## src/core/iot_pkg.sv

```systemverilog
// Package for the internal oscillator trim register block: register
// indices, field layout, reset values, bus carriers and state types.
// Assumes a 32-bit AXI4-Lite register bus with 10-bit byte addresses.
`default_nettype none

package iot_pkg;

  // Bus geometry
  localparam int unsigned IOT_ADDR_W = 10;
  localparam int unsigned IOT_DATA_W = 32;

  // Register indices; byte address is four times the index
  localparam logic [7:0] IOT_TRIM_IDX = 8'h18;
  localparam logic [7:0] IOT_CLOCK_CONFIG_LOCK_IDX = 8'h1b;
  localparam logic [7:0] IOT_CTRL_IDX = 8'h20;

  // Trim register field positions
  localparam int unsigned IOT_TC_MSB     = 15;
  localparam int unsigned IOT_TC_LSB     = 11;
  localparam int unsigned IOT_RSVD_BIT   = 10;
  localparam int unsigned IOT_FT_MSB     = 9;
  localparam int unsigned IOT_FT_LSB     = 0;
  localparam int unsigned IOT_COARSE_LSB = 6;

  // Protection and control register bit positions
  localparam int unsigned IOT_CLOCK_CONFIG_LOCK_BIT  = 0;
  localparam int unsigned IOT_PSEL_BIT  = 0;
  localparam int unsigned IOT_LOCKF_BIT = 1;
  localparam int unsigned IOT_OSCF_BIT  = 2;

  // Unlock key for the protection register
  localparam logic [7:0] IOT_UNLOCK_KEY = 8'h26;

  // Reset values
  localparam logic [15:0] IOT_TRIM_RST = 16'h0000;
  localparam logic        IOT_LOCK_RST = 1'b0;
  localparam logic        IOT_PSEL_RST = 1'b0;
  localparam logic        IOT_FLAG_RST = 1'b0;

  // AXI response codes
  localparam logic [1:0] IOT_RESP_OKAY   = 2'b00;
  localparam logic [1:0] IOT_RESP_SLVERR = 2'b10;

  // Master to slave signals of the register bus
  typedef struct packed {
    logic [IOT_ADDR_W-1:0] awaddr;
    logic                  awvalid;
    logic [IOT_DATA_W-1:0] wdata;
    logic [3:0]            wstrb;
    logic                  wvalid;
    logic                  bready;
    logic [IOT_ADDR_W-1:0] araddr;
    logic                  arvalid;
    logic                  rready;
  } iot_axi_req_t;

  // Slave to master signals of the register bus
  typedef struct packed {
    logic                  awready;
    logic                  wready;
    logic                  bvalid;
    logic [1:0]            bresp;
    logic                  arready;
    logic                  rvalid;
    logic [IOT_DATA_W-1:0] rdata;
    logic [1:0]            rresp;
  } iot_axi_rsp_t;

  // Decoded oscillator controls
  typedef struct packed {
    logic [3:0] coarse;
    logic [5:0] fine;
    logic       tc_comp_en;
    logic       tc_positive;
    logic [3:0] tc_magnitude;
  } iot_osc_ctl_t;

  // Register selected by an address
  typedef enum logic [1:0] {
    IOT_SEL_NONE = 2'b00,
    IOT_SEL_TRIM = 2'b01,
    IOT_SEL_CLOCK_CONFIG_LOCK = 2'b10,
    IOT_SEL_CTRL = 2'b11
  } iot_sel_t;

  // Phase of the block after reset
  typedef enum logic {
    IOT_PH_LOAD = 1'b0,
    IOT_PH_RUN  = 1'b1
  } iot_phase_t;

  // Whole state of the main module
  typedef struct packed {
    iot_phase_t            phase;
    logic                  aw_full;
    logic [IOT_ADDR_W-1:0] aw_addr;
    logic                  w_full;
    logic [IOT_DATA_W-1:0] w_data;
    logic [3:0]            w_strb;
    logic                  b_valid;
    logic [1:0]            b_resp;
    logic                  r_valid;
    logic [IOT_DATA_W-1:0] r_data;
    logic [1:0]            r_resp;
    logic [15:0]           trim;
    logic                  cfg_lock;
    logic                  pll_sel;
    logic                  lock_flag;
    logic                  osc_flag;
  } iot_state_t;

endpackage : iot_pkg

`default_nettype wire

```

## src/core/iot_trim_decode.sv

```systemverilog
// Splits the held trim word into the controls the oscillator uses.
// Assumes the trim word comes from flip-flops in the parent module.
`default_nettype none

module iot_trim_decode (
  // Held trim word
  input  wire logic [15:0]          trim_word,
  // Decoded controls
  output iot_pkg::iot_osc_ctl_t     osc_ctl
);
  import iot_pkg::*;

  logic [4:0] tc_code;  // Temperature-coefficient code

  // Pure wiring and compare; no state here
  always_comb begin
    tc_code = trim_word[IOT_TC_MSB:IOT_TC_LSB];
    // Top four frequency bits make big steps, low six bits small ones
    osc_ctl.coarse = trim_word[IOT_FT_MSB:IOT_COARSE_LSB];
    osc_ctl.fine   = trim_word[IOT_COARSE_LSB-1:IOT_FT_LSB];
    // Sign bit picks direction, low bits the size of the shift
    osc_ctl.tc_positive  = tc_code[4];
    osc_ctl.tc_magnitude = tc_code[3:0];
    // Zero magnitude in either sign switches compensation off
    osc_ctl.tc_comp_en = (tc_code[3:0] != 4'h0);
  end

endmodule : iot_trim_decode

`default_nettype wire

```

## src/core/iot_trim_regs.sv

```systemverilog
// Internal reference oscillator trim register block with its
// protection register and a small clock control/status register.
// Assumes an AXI4-Lite master on aclk and a factory value source
// that presents its word with a valid level after reset.
// Status pulses from the clock unit are synchronous to aclk.
//
// Function
// - Load factory trim when reset is released
// - Read always; trim and PLL select write only while unprotected
// - Trim write with PLL select clears flags
// - Temperature trim held at bits 15:11
// - Frequency trim held at bits 9:0
// - Upper four frequency bits give coarse steps
// - Lower six frequency bits give fine steps
// - Temperature codes 00000, 10000 disable compensation
// - Temperature trim is sign and magnitude
// - Key 0x26 unlocks; other writes lock
`default_nettype none

module iot_trim_regs (
  // Clock and reset
  input  wire logic                 aclk,
  input  wire logic                 aresetn,
  // Register bus
  input  wire iot_pkg::iot_axi_req_t s_axi_req,
  output iot_pkg::iot_axi_rsp_t     s_axi_rsp,
  // Factory value source
  input  wire logic [15:0]          nvm_trim_data,
  input  wire logic                 nvm_trim_valid,
  // Status events from the clock unit
  input  wire logic                 pll_lock_set,
  input  wire logic                 osc_up_set,
  // Oscillator controls
  output logic [4:0]                temp_coeff_trim,
  output logic [9:0]                ref_osc_freq_trim,
  output iot_pkg::iot_osc_ctl_t     osc_ctl,
  // Clock unit state
  output logic                      clock_config_lock,
  output logic                      pll_clock_select,
  output logic                      pll_lock_flag,
  output logic                      osc_up_flag,
  output logic                      trim_loaded
);
  import iot_pkg::*;

  // Register map, as word indices on the bus:
  //   trim word    - temperature code, spare bit, frequency trim
  //   protection   - bit 0 is the configuration lock, 1 = locked
  //   clock select - bit 0 PLL select, bit 1 PLL lock, bit 2 osc up
  // The two status flags are set only by the clock unit's pulses;
  // software clears them only as a side effect of a trim write.
  // A write is performed one edge after both halves are held, so a
  // read issued alongside sees the old value; software that needs
  // the new one reads after the write response.

  // Map a byte address onto one of the registers
  function automatic iot_sel_t addr_sel(
    input logic [IOT_ADDR_W-1:0] addr
  );
    iot_sel_t sel;
    // Anything not matched below stays unmapped
    sel = IOT_SEL_NONE;
    // Only aligned words are mapped
    if (addr[1:0] == 2'b00) begin
      unique case (addr[IOT_ADDR_W-1:2])
        IOT_TRIM_IDX: sel = IOT_SEL_TRIM;
        IOT_CLOCK_CONFIG_LOCK_IDX: sel = IOT_SEL_CLOCK_CONFIG_LOCK;
        IOT_CTRL_IDX: sel = IOT_SEL_CTRL;
        default:      sel = IOT_SEL_NONE;
      endcase
    end
    return sel;
  endfunction : addr_sel

  // Merge a write into the trim word under byte strobes
  function automatic logic [15:0] trim_merge(
    input logic [15:0] old_val,
    input logic [31:0] data,
    input logic [3:0]  strb
  );
    logic [15:0] v;
    // Start from the held word so unstrobed lanes keep it
    v = old_val;
    // Low lane: fine trim and the two lowest coarse bits
    if (strb[0]) begin
      v[7:0] = data[7:0];
    end
    // High lane: temperature code, spare bit, two coarse bits
    if (strb[1]) begin
      v[15:8] = data[15:8];
    end
    // Undefined bit never stores a one
    v[IOT_RSVD_BIT] = 1'b0;
    return v;
  endfunction : trim_merge

  // All state lives in one struct; the comb block fills the copy
  iot_state_t st_reg;   // Registered state
  iot_state_t st_next;  // Next state

  // Decode results shared by both comb blocks
  iot_sel_t   wr_sel;   // Register picked by the held write
  iot_sel_t   rd_sel;   // Register picked by the read address
  logic       wr_go;    // Held address and data perform now
  logic       ar_go;    // Read address taken now
  logic       trim_wr;  // Write reaches the trim register
  logic [31:0] rd_word; // Value for the read being taken

  // Ready terms are combinational from the held state
  // Both halves stall while a response waits: one write at a time
  assign s_axi_rsp.awready = !st_reg.aw_full && !st_reg.b_valid;
  assign s_axi_rsp.wready  = !st_reg.w_full && !st_reg.b_valid;
  assign s_axi_rsp.arready = !st_reg.r_valid;
  // Answers come straight from flip-flops
  assign s_axi_rsp.bvalid  = st_reg.b_valid;
  assign s_axi_rsp.bresp   = st_reg.b_resp;
  assign s_axi_rsp.rvalid  = st_reg.r_valid;
  assign s_axi_rsp.rdata   = st_reg.r_data;
  assign s_axi_rsp.rresp   = st_reg.r_resp;

  // Oscillator fields straight off the held word
  // Bit 10 drives nothing; it is only kept at zero
  assign temp_coeff_trim   = st_reg.trim[IOT_TC_MSB:IOT_TC_LSB];
  assign ref_osc_freq_trim = st_reg.trim[IOT_FT_MSB:IOT_FT_LSB];

  // Clock unit state
  // Lock reads back as 1 while the settings are protected
  assign clock_config_lock = st_reg.cfg_lock;
  assign pll_clock_select  = st_reg.pll_sel;
  assign pll_lock_flag     = st_reg.lock_flag;
  assign osc_up_flag       = st_reg.osc_flag;
  assign trim_loaded       = (st_reg.phase == IOT_PH_RUN);

  // Coarse/fine split and compensation sign decoding
  // Kept apart so the analogue side sees one decoded bundle
  iot_trim_decode u_decode (
    .trim_word (st_reg.trim),
    .osc_ctl   (osc_ctl)
  );

  // Decode and read mux
  always_comb begin
    // Handshake terms for this cycle
    wr_sel = addr_sel(st_reg.aw_addr);
    rd_sel = addr_sel(s_axi_req.araddr);
    wr_go  = st_reg.aw_full && st_reg.w_full && !st_reg.b_valid;
    ar_go  = s_axi_req.arvalid && !st_reg.r_valid;
    trim_wr = wr_go && (wr_sel == IOT_SEL_TRIM);
    // Bits above the defined ones read zero
    rd_word = '0;
    unique case (rd_sel)
      // Trim is readable whatever the lock says
      IOT_SEL_TRIM: rd_word[15:0] = st_reg.trim;
      IOT_SEL_CLOCK_CONFIG_LOCK: rd_word[IOT_CLOCK_CONFIG_LOCK_BIT] = st_reg.cfg_lock;
      IOT_SEL_CTRL: begin
        // Clock select plus the two sticky flags
        rd_word[IOT_PSEL_BIT]  = st_reg.pll_sel;
        rd_word[IOT_LOCKF_BIT] = st_reg.lock_flag;
        rd_word[IOT_OSCF_BIT]  = st_reg.osc_flag;
      end
      // Unmapped words read zero
      IOT_SEL_NONE: rd_word = '0;
    endcase
  end

  // Next-state logic for the whole block
  always_comb begin
    st_next = st_reg;
    // Default: every field holds its value

    // Factory load: hold the word at reset value until the source
    // reports valid, then take it once and never again until reset
    unique case (st_reg.phase)
      IOT_PH_LOAD: begin
        // Until the source is valid the trim keeps its reset value
        if (nvm_trim_valid) begin
          st_next.trim = nvm_trim_data;
          // Spare bit forced low even in the factory word
          st_next.trim[IOT_RSVD_BIT] = 1'b0;
          st_next.phase = IOT_PH_RUN;
        end
      end
      IOT_PH_RUN: begin
        // Run phase is final until the next reset
        st_next.phase = IOT_PH_RUN;
      end
    endcase

    // Catch write address and data separately, in either order
    // Address half
    if (s_axi_req.awvalid && s_axi_rsp.awready) begin
      st_next.aw_full = 1'b1;
      st_next.aw_addr = s_axi_req.awaddr;
    end
    // Data half
    if (s_axi_req.wvalid && s_axi_rsp.wready) begin
      st_next.w_full = 1'b1;
      st_next.w_data = s_axi_req.wdata;
      st_next.w_strb = s_axi_req.wstrb;
    end

    // Perform the write once both halves are held
    if (wr_go) begin
      // Both halves are consumed and the response is raised
      st_next.aw_full = 1'b0;
      st_next.w_full  = 1'b0;
      st_next.b_valid = 1'b1;
      st_next.b_resp  = IOT_RESP_OKAY;
      unique case (wr_sel)
        IOT_SEL_TRIM: begin
          // Byte strobes pick which half of the word changes
          // Locked writes and writes racing the factory load are
          // dropped silently; the bus still sees OKAY
          if (!st_reg.cfg_lock && st_reg.phase == IOT_PH_RUN) begin
            st_next.trim = trim_merge(st_reg.trim, st_reg.w_data,
                                      st_reg.w_strb);
          end
        end
        IOT_SEL_CLOCK_CONFIG_LOCK: begin
          // Every write here moves the lock one way or the other
          // Only the key in the low byte unlocks
          if (st_reg.w_strb[0] &&
              st_reg.w_data[7:0] == IOT_UNLOCK_KEY) begin
            st_next.cfg_lock = 1'b0;
          end else begin
            st_next.cfg_lock = 1'b1;
          end
        end
        IOT_SEL_CTRL: begin
          // Clock select is itself a protected setting
          // Status flags are read-only; only bit 0 is written
          if (!st_reg.cfg_lock && st_reg.w_strb[0]) begin
            st_next.pll_sel = st_reg.w_data[IOT_PSEL_BIT];
          end
        end
        IOT_SEL_NONE: begin
          // Unmapped word: error answer, nothing changes
          st_next.b_resp = IOT_RESP_SLVERR;
        end
      endcase
    end

    // Write response leaves when the master takes it
    // The master may hold bready high ahead of the response
    if (st_reg.b_valid && s_axi_req.bready) begin
      st_next.b_valid = 1'b0;
    end

    // Read: sample the word when the address is taken
    if (ar_go) begin
      st_next.r_valid = 1'b1;
      st_next.r_data  = rd_word;
      // Unmapped words answer with an error and zero data
      if (rd_sel == IOT_SEL_NONE) begin
        st_next.r_resp = IOT_RESP_SLVERR;
      end else begin
        st_next.r_resp = IOT_RESP_OKAY;
      end
    end else if (st_reg.r_valid && s_axi_req.rready) begin
      // Read data leaves when the master takes it
      st_next.r_valid = 1'b0;
    end

    // Trim write under PLL clock clears both flags, locked or not,
    // since the oscillator may be disturbed by the attempt
    if (trim_wr && st_reg.pll_sel) begin
      st_next.lock_flag = 1'b0;
      st_next.osc_flag  = 1'b0;
    end
    // A set arriving with the clear wins, so no event is lost
    // The pulses come from the clock unit only; software never
    // sets a flag
    if (pll_lock_set) begin
      st_next.lock_flag = 1'b1;
    end
    if (osc_up_set) begin
      st_next.osc_flag = 1'b1;
    end
  end

  // State register; reset gives constants, load happens afterwards
  always_ff @(posedge aclk) begin
    if (!aresetn) begin
      // Whole struct first, named reset values on top
      st_reg           <= '0;
      st_reg.phase     <= IOT_PH_LOAD;
      st_reg.trim      <= IOT_TRIM_RST;
      st_reg.cfg_lock  <= IOT_LOCK_RST;
      st_reg.pll_sel   <= IOT_PSEL_RST;
      st_reg.lock_flag <= IOT_FLAG_RST;
      st_reg.osc_flag  <= IOT_FLAG_RST;
      st_reg.b_resp    <= IOT_RESP_OKAY;
      st_reg.r_resp    <= IOT_RESP_OKAY;
    end else begin
      // Normal run: take the next state
      st_reg <= st_next;
    end
  end

endmodule : iot_trim_regs

`default_nettype wire

```

## config.mk

```make
export PLATFORM = sky130hd
export DESIGN_NAME = iot_trim_regs
export DESIGN_NICKNAME = d
export VERILOG_FILES = /design/src/core/iot_pkg.sv /design/src/core/iot_trim_decode.sv /design/src/core/iot_trim_regs.sv
export SDC_FILE = /design/constraint.sdc
export NUM_CORES = 1
export LEC_CHECK = 0
export ABC_CLOCK_PERIOD_IN_PS = 3000
export BUFFER_PORTS_ARGS = -buffer_cell sky130_fd_sc_hd__buf_4
export CAP_MARGIN = 20
export CORE_MARGIN = 2
export CORE_UTILIZATION = 45
export DETAILED_ROUTE_END_ITERATION = 7
export GPL_TIMING_DRIVEN = 0
export HOLD_SLACK_MARGIN = 0.15
export PLACE_DENSITY = 0.82
export SLEW_MARGIN = 10
export SYNTH_ARGS = -nofsm -noshare
export SYNTH_HDL_FRONTEND = slang
export SYNTH_SLANG_ARGS = --single-unit
```

## constraint.sdc

```tcl
create_clock -name aclk -period 3 [get_ports aclk]
set_clock_uncertainty 0.2 [all_clocks]
set_input_delay 0.6 -clock aclk [delete_from_list [all_inputs] [get_ports aclk]]
set_output_delay 0.6 -clock aclk [all_outputs]
set_load 0.03 [all_outputs]
```

Word level (Yosys, flattened, before mapping)
Index checks and enable logic that the tools add are counted.
- output and inout bits: 77
- flip-flop bits (word level): 73
- muxes and demuxes: 27
- reductions and logical operators: 31
- bitwise operators: 2
- equal/unequal tests: 15
- operator list (operator ; number):
    $mux W16 ; 4
    $eq A8 B5 Y1 const B ; 4
    $eq A8 B6 Y1 const B ; 3
    $mux W18 ; 1
    $mux W8 ; 2
    $logic_and A1 B1 Y1 ; 14
    $mux W13 ; 1
    $pmux W2 S3 ; 2
    $mux W2 ; 5
    $mux W1 ; 9
    $eq A2 B2 Y1 const B ; 4
    $logic_not A2 Y1 ; 4
    $ne A4 B4 Y1 const B ; 2
    $reduce_bool A2 Y1 ; 3
    $logic_not A1 Y1 ; 5
    $eq A2 B1 Y1 const B ; 2
    $pmux W1 S4 ; 1
    $pmux W2 S2 ; 1
    $reduce_bool A4 Y1 ; 1
    $reduce_or A2 Y1 ; 2
    $reduce_and A3 Y1 ; 1
    $not A1 Y1 ; 2
    $pmux W1 S2 ; 1
    $reduce_and A2 Y1 ; 1

Logic depth before layout (Yosys ltp)
Gate-level depths: netlist of run 1.
- word-level depth: 8
- mapped depth: 7

Modules after synthesis
A second synthesis of run 1 with hierarchy kept.
- cell total of the unflattened synthesis: 408
- area total of the unflattened synthesis: 3667.3 µm²
- by module, submodules not included (module ; area an instance (µm²) ; instances ; sequential area each (µm²) ; cells each):
    iot_trim_regs ; 3547.2 ; 1 ; 1401.3 ; 392
    iot_trim_decode ; 120.1 ; 1 ; 0.0 ; 16

Worst setup path before layout of run 1
Ideal clock, no wire load.
- path kind: in2reg
- start: input nvm_trim_valid
- end: register st_reg, in the netlist ref_osc_freq_trim[0]
- slack: 669 ps
- data required time: 2679 ps
- arrival time: 2010 ps
- stages: 6
- cell sequence: nor2b_1 -> clkbuf_1 -> clkbuf_1 -> mux2i_1 -> nor2_1 -> mux2_4
- word-level cells in the longest chain between the ends: 5
- RTL lines (element ; line ; RTL):
    start: declaration ; iot_trim_regs.sv:29 ; input wire logic nvm_trim_valid,
    $mux W16 * ; iot_trim_regs.sv:176 ; if (nvm_trim_valid) begin
    $mux W16 * ; iot_trim_regs.sv:173 ; unique case (st_reg.phase)
    $mux W16 ; iot_trim_regs.sv:214 ; if (!st_reg.cfg_lock && st_reg.phase == IOT_PH_RUN) begin
    $mux W16 ; iot_trim_regs.sv:209 ; unique case (wr_sel)
    $mux W18 * ; iot_trim_regs.sv:203 ; if (wr_go) begin
    end signal: assignment ; iot_trim_regs.sv:296 ; st_reg <= st_next;
    end: declaration ; iot_trim_regs.sv:98 ; iot_state_t st_reg;
Mark *: on every way between the ends. The rest lies on a longest branch, timed or not.
A chain may end at the register's enable or synchronous reset.

Worst setup path after layout of run 1
Ends and elaborated chain as after synthesis.

==> impl_results.md, run 1 <==
- Startpoint types: input port
- Clock slew at reported path FFs: 0.08 ns
- Via density per instance: 4.87
- # setup viols final: 0
- Worst setup path category: in -> reg
- Setup repair after global routing missed its margin: false
- Critical path peak fanout: 10
- Number of flops mapped to enable cells by yosys: 0
- Worst-case vdd ir drop: 0.000265 V
- Top cell type's share of synthesized area: 38.1%
- FILL cells: 692
- Worst Tran Pin Value: 0.706 ns
- Max-cap check violation count: 0
- Sequential share of the synthesized area: 38.1%
- Die width: 94.4 um
- Flip-flop count of the largest register after layout: 30
- Number of global-route vias before repair: 3131
- Clock latency on the worst-skew pair: 0.34 ns
- Most common cell type on the critical path: sky130_fd_sc_hd__clkbuf_1
- Required time of the worst setup path: 3.04 ns
- Post-detailed-route count of antenna-violating nets: 0
- Routed wirelength normalized by instance count: 13.5 um
- PortBufs: 120
- CP Data Arrival Time: 2.44 ns
- Synthesis-to-layout area growth: 35.1%
- Maximum cell stage delay along the critical path: 0.58 ns
- Total count of max-transition violations in the final report: 0
- Most used standard cells in the synthesized netlist: 70 x sky130_fd_sc_hd__dfxtp_1, 68 x sky130_fd_sc_hd__buf_4, 64 x sky130_fd_sc_hd__nand2_1, 55 x sky130_fd_sc_hd__nor2_1, 34 x sky130_fd_sc_hd__a21oi_1
- Mean cell area of the mapped netlist: 8.44 um^2
- H-tree levels: 3
- Post-detailed-placement cell area: 4770 um^2
- Total non-filler cell area in the finished layout: 4970 um^2
- Worst min path class: reg -> reg
- Ranking of synthesized cells by area: sky130_fd_sc_hd__dfxtp_1 38%, sky130_fd_sc_hd__buf_4 14%, sky130_fd_sc_hd__mux2i_1 8.4%, sky130_fd_sc_hd__nand2_1 6.5%, sky130_fd_sc_hd__nor2_1 5.6%
- Proportion of register bits with asynchronous set or reset after synthesis: 0%
- Final nets: 666
- Buffer levels on the longest clock path: 2
- Cell area after technology mapping: 3680 um^2
- Number of hold violations in the final report: 0
- DRC: 0
- Primary flip-flop cell chosen by synthesis mapping: sky130_fd_sc_hd__dfxtp_1
- Outcome: finished, final reports clean
- Vias after detailed routing: 3365
- Die Height: 94.4 um
- Area used by multi-input combinational logic: 1690 um^2
- Share of cell area taken by muxes after synthesis: 13.9%
- Area share of fa/ha/maj cells after synthesis: 0%
- Power density cells: 455 nW/um^2
- CTS Hold Bufs: 0
- Total of cells resized after clock tree synthesis: 0
- Global-route wire length before repair: 14600 um
- ANT cells: 0
- Antenna violations before repair: 0
- Post-CTS Setup Repair Bufs: 0
- Static Leakage: 2.30 nW
- Final global-route overflow total: 0
- Simple-gate portion of the synthesized area: 19.4%
- Dominant cell by count in the synthesized netlist: sky130_fd_sc_hd__dfxtp_1
- Detailed Place HPWL: 7300 um
- Count of unique library cells instantiated by Yosys: 44
- XOR/XNOR Fraction of Synth Area: 0%
- Total negative slack for setup checks: 0 ns
- Number of placement rows: 32
- Smallest hold slack: 0.255 ns
- Type of element capturing the critical path: flop
- Gate count after technology mapping: 436
- Min cycle time layout: 2.41 ns
- Cell at the root of the clock tree: sky130_fd_sc_hd__clkbuf_8
- Post-detailed-routing wire length: 9320 um
- Highest clock frequency the design can meet: 416 MHz
- I/O pin cnt: 159
- Post-synth top area cell: sky130_fd_sc_hd__dfxtp_1
- Kind of cell with the highest combined delay on the critical path: buffers and inverters
- Layout cell share with drive strength beyond 1: 38.4%
- Final weighted congestion of routability-driven global placement: 0.846
- Global Route Usage Sum: 21.0%
- Slowest cell on crit path: sky130_fd_sc_hd__clkbuf_1
- Sequential cell area: 1400 um^2
- Final critical-path share of the clock period: 80.2%
- Total die area: 8920 um^2
- Drt first pass iters: 4
- Compound-gate portion of the synthesized area: 10.7%
- Total CTS buffers: 9
- Yosys reg bits: 70
- Combinational family with the most area after synthesis: simple AND/OR/NAND/NOR gates
- Core region area: 7810 um^2
- Combined buffer and inverter count along the critical path: 3
- Number of sinks driven by the clock tree: 70
- Total power consumption of the routed design: 2.26 mW
- Maximum number of pins on one net before global-route repair: 14
- List of cells traversed by the critical path: buf_4 -> nor2b_1 -> clkbuf_1 -> clkbuf_1 -> mux2i_1 -> nor2_1 -> mux2_4
- Headroom to the max-slew limit: 52.5%
- Starting Density: 47.1%
- CTS tree: yes
- Count of warnings emitted by yosys: 0
- Detailed router's first-iteration violation count: 186
-- layout make-up --
| cell class | count | area share [%] |
|---|---|---|
| buffer | 92 | 12.6 |
| clock buffer | 9 | 2.49 |
| clock inverter | 7 | 1.51 |
| inverter | 7 | 0.529 |
| multi-input combinational | 284 | 34.0 |
| sequential | 70 | 28.2 |
| tap | 102 | 2.57 |
| timing repair buffer | 120 | 18.1 |
-- where the power goes --
group / total (mW) / internal [mW] / switching, mW
Sequential: 1.02 / 0.976 / 0.0471
Clock: 0.745 / 0.384 / 0.361
Combinational: 0.491 / 0.225 / 0.266
Total: 2.26 / 1.59 / 0.674
-- cell families (layout without fill, tap and decap cells) --
family          Yosys count  in the layout
mux                      46             46
simple gates            157            157
flops                    70             70
compound gates           63             63
other cells               1             18
buf+inv                  99            235
-- placed cells by master, fill, tap and decap left out, types with 2 or more instances in the layout --
master	n
sky130_fd_sc_hd__a21oi_1	34
sky130_fd_sc_hd__a32oi_1	13
sky130_fd_sc_hd__a41oi_1	2
sky130_fd_sc_hd__and2_1	3
sky130_fd_sc_hd__and3_1	2
sky130_fd_sc_hd__buf_1	3
sky130_fd_sc_hd__buf_4	188
sky130_fd_sc_hd__clkbuf_1	18
sky130_fd_sc_hd__clkbuf_8	9
sky130_fd_sc_hd__clkinv_4	2
sky130_fd_sc_hd__clkinvlp_4	3
sky130_fd_sc_hd__conb_1	18
sky130_fd_sc_hd__dfxtp_1	70
sky130_fd_sc_hd__inv_1	6
sky130_fd_sc_hd__mux2_2	6
sky130_fd_sc_hd__mux2_4	9
sky130_fd_sc_hd__mux2i_1	31
sky130_fd_sc_hd__nand2_1	64
sky130_fd_sc_hd__nand2b_1	4
sky130_fd_sc_hd__nand3b_1	3
sky130_fd_sc_hd__nand4bb_1	2
sky130_fd_sc_hd__nor2_1	55
sky130_fd_sc_hd__nor2b_1	4
sky130_fd_sc_hd__nor3_1	4
sky130_fd_sc_hd__nor3b_1	2
sky130_fd_sc_hd__nor4_1	2
sky130_fd_sc_hd__o21ai_0	6
sky130_fd_sc_hd__o22ai_1	2
sky130_fd_sc_hd__or3_1	2
sky130_fd_sc_hd__or4_1	3
-- per-layer routing --
metal  GRT usage (%)  share of wire (%)
met4            10.4                3.1
met5               0                  0
met1            26.0                 43
met2            35.5                 48
met3            3.27                5.7
-- per-stage QoR --
step | instances | util (%) | worst slack, ns
floorplan | 453 | - | 0.669
global placement | 675 | 61.1 | 0.306
detailed placement | 675 | 61.1 | 0.231
CTS | 691 | 63.7 | 0.606
global route | 691 | 63.7 | 0.478
finish | 691 | 63.7 | 0.595
-- worst paths after layout --
path                       start                    to  slack [ns]  depth (start not counted)
hold reg to reg       st_reg[95]            st_reg[95]        0.25                          2
setup / recovery  nvm_trim_valid  ref_osc_freq_trim[0]        0.59                          7
hold / removal        st_reg[95]            st_reg[95]        0.25                          2
setup reg to reg     trim_loaded  ref_osc_freq_trim[0]        0.61                          6
-- tightest hold or removal path, stage by stage (launching register included) --
cell and delay [ns]:
sky130_fd_sc_hd__dfxtp_1 0.31, sky130_fd_sc_hd__nand2_1 0.05, sky130_fd_sc_hd__a21oi_1 0.05
Note: power is estimated with default switching activity, not from simulation.
==> run 2, diff against run 1 <==
- ABC_AREA: unset -> 1
- ABC_CLOCK_PERIOD_IN_PS: 3000 -> 2270
- PLACE_DENSITY: 0.82 -> 0.81
- clock period: 3 -> 2.27 ns (I/O delays scaled with it)
==> impl_results.md, run 2 <==
- Outcome: finished, final reports clean
- Worst Tran Pin Value: 0.625 ns
- Power density cells: 608 nW/um^2
- Combinational family with the most area after synthesis: simple AND/OR/NAND/NOR gates
- Drt first pass iters: 5
- Compound-gate portion of the synthesized area: 11.3%
- Count of unique library cells instantiated by Yosys: 33
- Top cell type's share of synthesized area: 34.5%
- Detailed router's first-iteration violation count: 174
- Max-cap check violation count: 0
- Mean cell area of the mapped netlist: 6.94 um^2
- Critical path peak fanout: 10
- Most frequent cells in the layout: 190 x sky130_fd_sc_hd__buf_4, 102 x sky130_fd_sc_hd__nand2_1, 70 x sky130_fd_sc_hd__dfxtp_1
- Layout Cells excl Fill: 848
- Layout cell share with drive strength beyond 1: 33.4%
- Total of cells resized after clock tree synthesis: 0
- Worst setup path category: reg -> reg
- Post-CTS Setup Repair Bufs: 0
- Required time of the worst setup path: 2.32 ns
- Type of element capturing the critical path: flop
- DRC: 0
- Count of warnings emitted by yosys: 0
- Smallest hold slack: 0.152 ns
- Total negative slack for setup checks: 0 ns
- Startpoint types: flop
- Number of placement rows: 34
- Clock slew at reported path FFs: 0.07 ns
- Simple-gate portion of the synthesized area: 31.0%
- Worst-case vdd ir drop: 0.000370 V
- XOR/XNOR Fraction of Synth Area: 0%
- Buffer levels on the longest clock path: 2
- PortBufs: 119
- CP Data Arrival Time: 2.01 ns
- Reg2Reg Setup Slack: 0.31 ns
- CTS Hold Bufs: 1
- ANT cells: 0
- Ranking of synthesized cells by area: sky130_fd_sc_hd__dfxtp_1 34%, sky130_fd_sc_hd__buf_4 13%, sky130_fd_sc_hd__nand2_1 9.4%, sky130_fd_sc_hd__nand3_1 7.4%, sky130_fd_sc_hd__nor2_1 6.3%
- Headroom to the max-slew limit: 58.3%
- Area share of fa/ha/maj cells after synthesis: 0%
- Share of cell area taken by muxes after synthesis: 2.22%
- Post-layout utilization of the core: 61.4%
- Proportion of register bits with asynchronous set or reset after synthesis: 0%
- Number of global-route vias before repair: 3773
- Total count of max-transition violations in the final report: 0
- Net switching fraction of the power: 31.5%
- Number of hold violations in the final report: 0
- Die width: 99.1 um
- Starting Density: 46.4%
- Static Leakage: 2.62 nW
- Number of sinks driven by the clock tree: 70
- Setup repair after global routing missed its margin: false
- NetSw: 1.03 mW
- Global-route wire length before repair: 16800 um
- Clock network power share: 31.0%
- Cell at the root of the clock tree: sky130_fd_sc_hd__clkbuf_8
- Post-detailed-routing wire length: 10400 um
- Yosys reg bits: 70
- Vias after detailed routing: 4095
- Die Height: 99.1 um
- Length of routed wiring on met1: 4300 um
- Post-synth top area cell: sky130_fd_sc_hd__dfxtp_1
- Via density per instance: 4.83
- H-tree levels: 3
- Post-detailed-route count of antenna-violating nets: 0
- Highest clock frequency the design can meet: 510 MHz
- Met2 wire len: 5000 um
- WL met3: 865 um
- Total die area: 9810 um^2
- Placed cells: 830
- Sequential share of the synthesized area: 34.5%
- Routed wirelength normalized by instance count: 12.3 um
- Primary flip-flop cell chosen by synthesis mapping: sky130_fd_sc_hd__dfxtp_1
- Synthesis-to-layout area growth: 32.3%
- Worst min path class: in -> reg
- Most used standard cells in the synthesized netlist: 102 x sky130_fd_sc_hd__nand2_1, 71 x sky130_fd_sc_hd__buf_4, 70 x sky130_fd_sc_hd__dfxtp_1, 68 x sky130_fd_sc_hd__nor2_1, 60 x sky130_fd_sc_hd__nand3_1
- Min cycle time layout: 1.96 ns
- Logic pwr share: 26.5%
- Global Route Usage Sum: 21.2%
- Total CTS buffers: 9
- Cell area after technology mapping: 4070 um^2
- CTS tree: yes
- # setup viols final: 0
- Gate count after technology mapping: 586
- Maximum number of pins on one net before global-route repair: 12
- Final critical-path share of the clock period: 86.3%
- Antenna violations before repair: 0
- Dominant cell by count in the synthesized netlist: sky130_fd_sc_hd__nand2_1
- Most common library cell in the layout ignoring fill and taps: sky130_fd_sc_hd__buf_4
- Detailed Place HPWL: 8230 um
- Power share of the sequential group: 42.4%
- Pint: 2.24 mW
- Final nets: 817
- Flip-flop count of the largest register after layout: 30
- Core region area: 8760 um^2
- Number of flops mapped to enable cells by yosys: 0
- Final weighted congestion of routability-driven global placement: 0.922
- I/O pin cnt: 159
- Uppermost layer routed: met4
- Final global-route overflow total: 0
- Clock latency on the worst-skew pair: 0.35 ns
[run 2: path summary, 6_finish.rpt]
kind | startpoint | depth (start not counted) | to
worst max-delay path | trim_loaded | 11 | temp_coeff_trim[0]
worst max register to register | trim_loaded | 11 | temp_coeff_trim[0]
worst min register to register | st_reg[14] | 2 | st_reg[14]
worst min-delay path | osc_up_set | 3 | osc_up_flag
[run 2: cell families (layout without fill, tap and decap cells)]
group,after synthesis,in the layout
simple gates,272,272
other cells,1,18
flops,70,70
mux,8,8
buf+inv,149,286
compound gates,86,86
[run 2: final cells by class]
type                            count  area, um^2
Buffer                             95         651
Tap cell                          108         135
Clock inverter                      4        45.0
Fill cell                         801        3380
Clock buffer                       12         155
Multi-Input combinational cell    384        1880
Sequential cell                    70        1400
Inverter                           54         203
Timing Repair Buffer              121         913
[run 2: routing by layer]
| metal | track usage (%) | up-vias |
|---|---|---|
| li1 | - | 2098 |
| met1 | 24.9 | 1806 |
| met2 | 36.6 | 167 |
| met3 | 6.38 | 24 |
| met4 | 7.48 | 0 |
| met5 | 0 | - |
[run 2: stage by stage]
step | power (mW) | worst slack, ns | cell area, um^2
6_report | 3.27 | 0.310 | 5380
3_3_place_gp | 2.25 | 0.306 | 5160
2_1_floorplan | 2.00 | 0.431 | 4130
3_5_place_dp | 2.28 | 0.241 | 5160
4_1_cts | 3.27 | 0.330 | 5370
5_1_grt | 3.43 | 0.148 | 5380
[run 2: critical path: stages, from the launching register on]
cell and delay [ns]:
sky130_fd_sc_hd__dfxtp_1 0.43, sky130_fd_sc_hd__inv_2 0.11, sky130_fd_sc_hd__nand2_2 0.21, sky130_fd_sc_hd__buf_2 0.26, sky130_fd_sc_hd__nand2_1 0.12, sky130_fd_sc_hd__and2_1 0.17, sky130_fd_sc_hd__nand2_1 0.06, sky130_fd_sc_hd__nand2_1 0.05
sky130_fd_sc_hd__nand2_1 0.06, sky130_fd_sc_hd__nand3_1 0.08, sky130_fd_sc_hd__nand2_1 0.06, sky130_fd_sc_hd__inv_1 0.04
[run 2: power groups by stage]
stage               logic, mW  registers [mW]  clock network (mW)
global route            0.944            1.40                1.08
detailed placement      0.862            1.41                   0
finish                  0.868            1.39                1.01
CTS                     0.867            1.39                1.02
floorplan               0.596            1.40                   0
global placement        0.843            1.41                   0
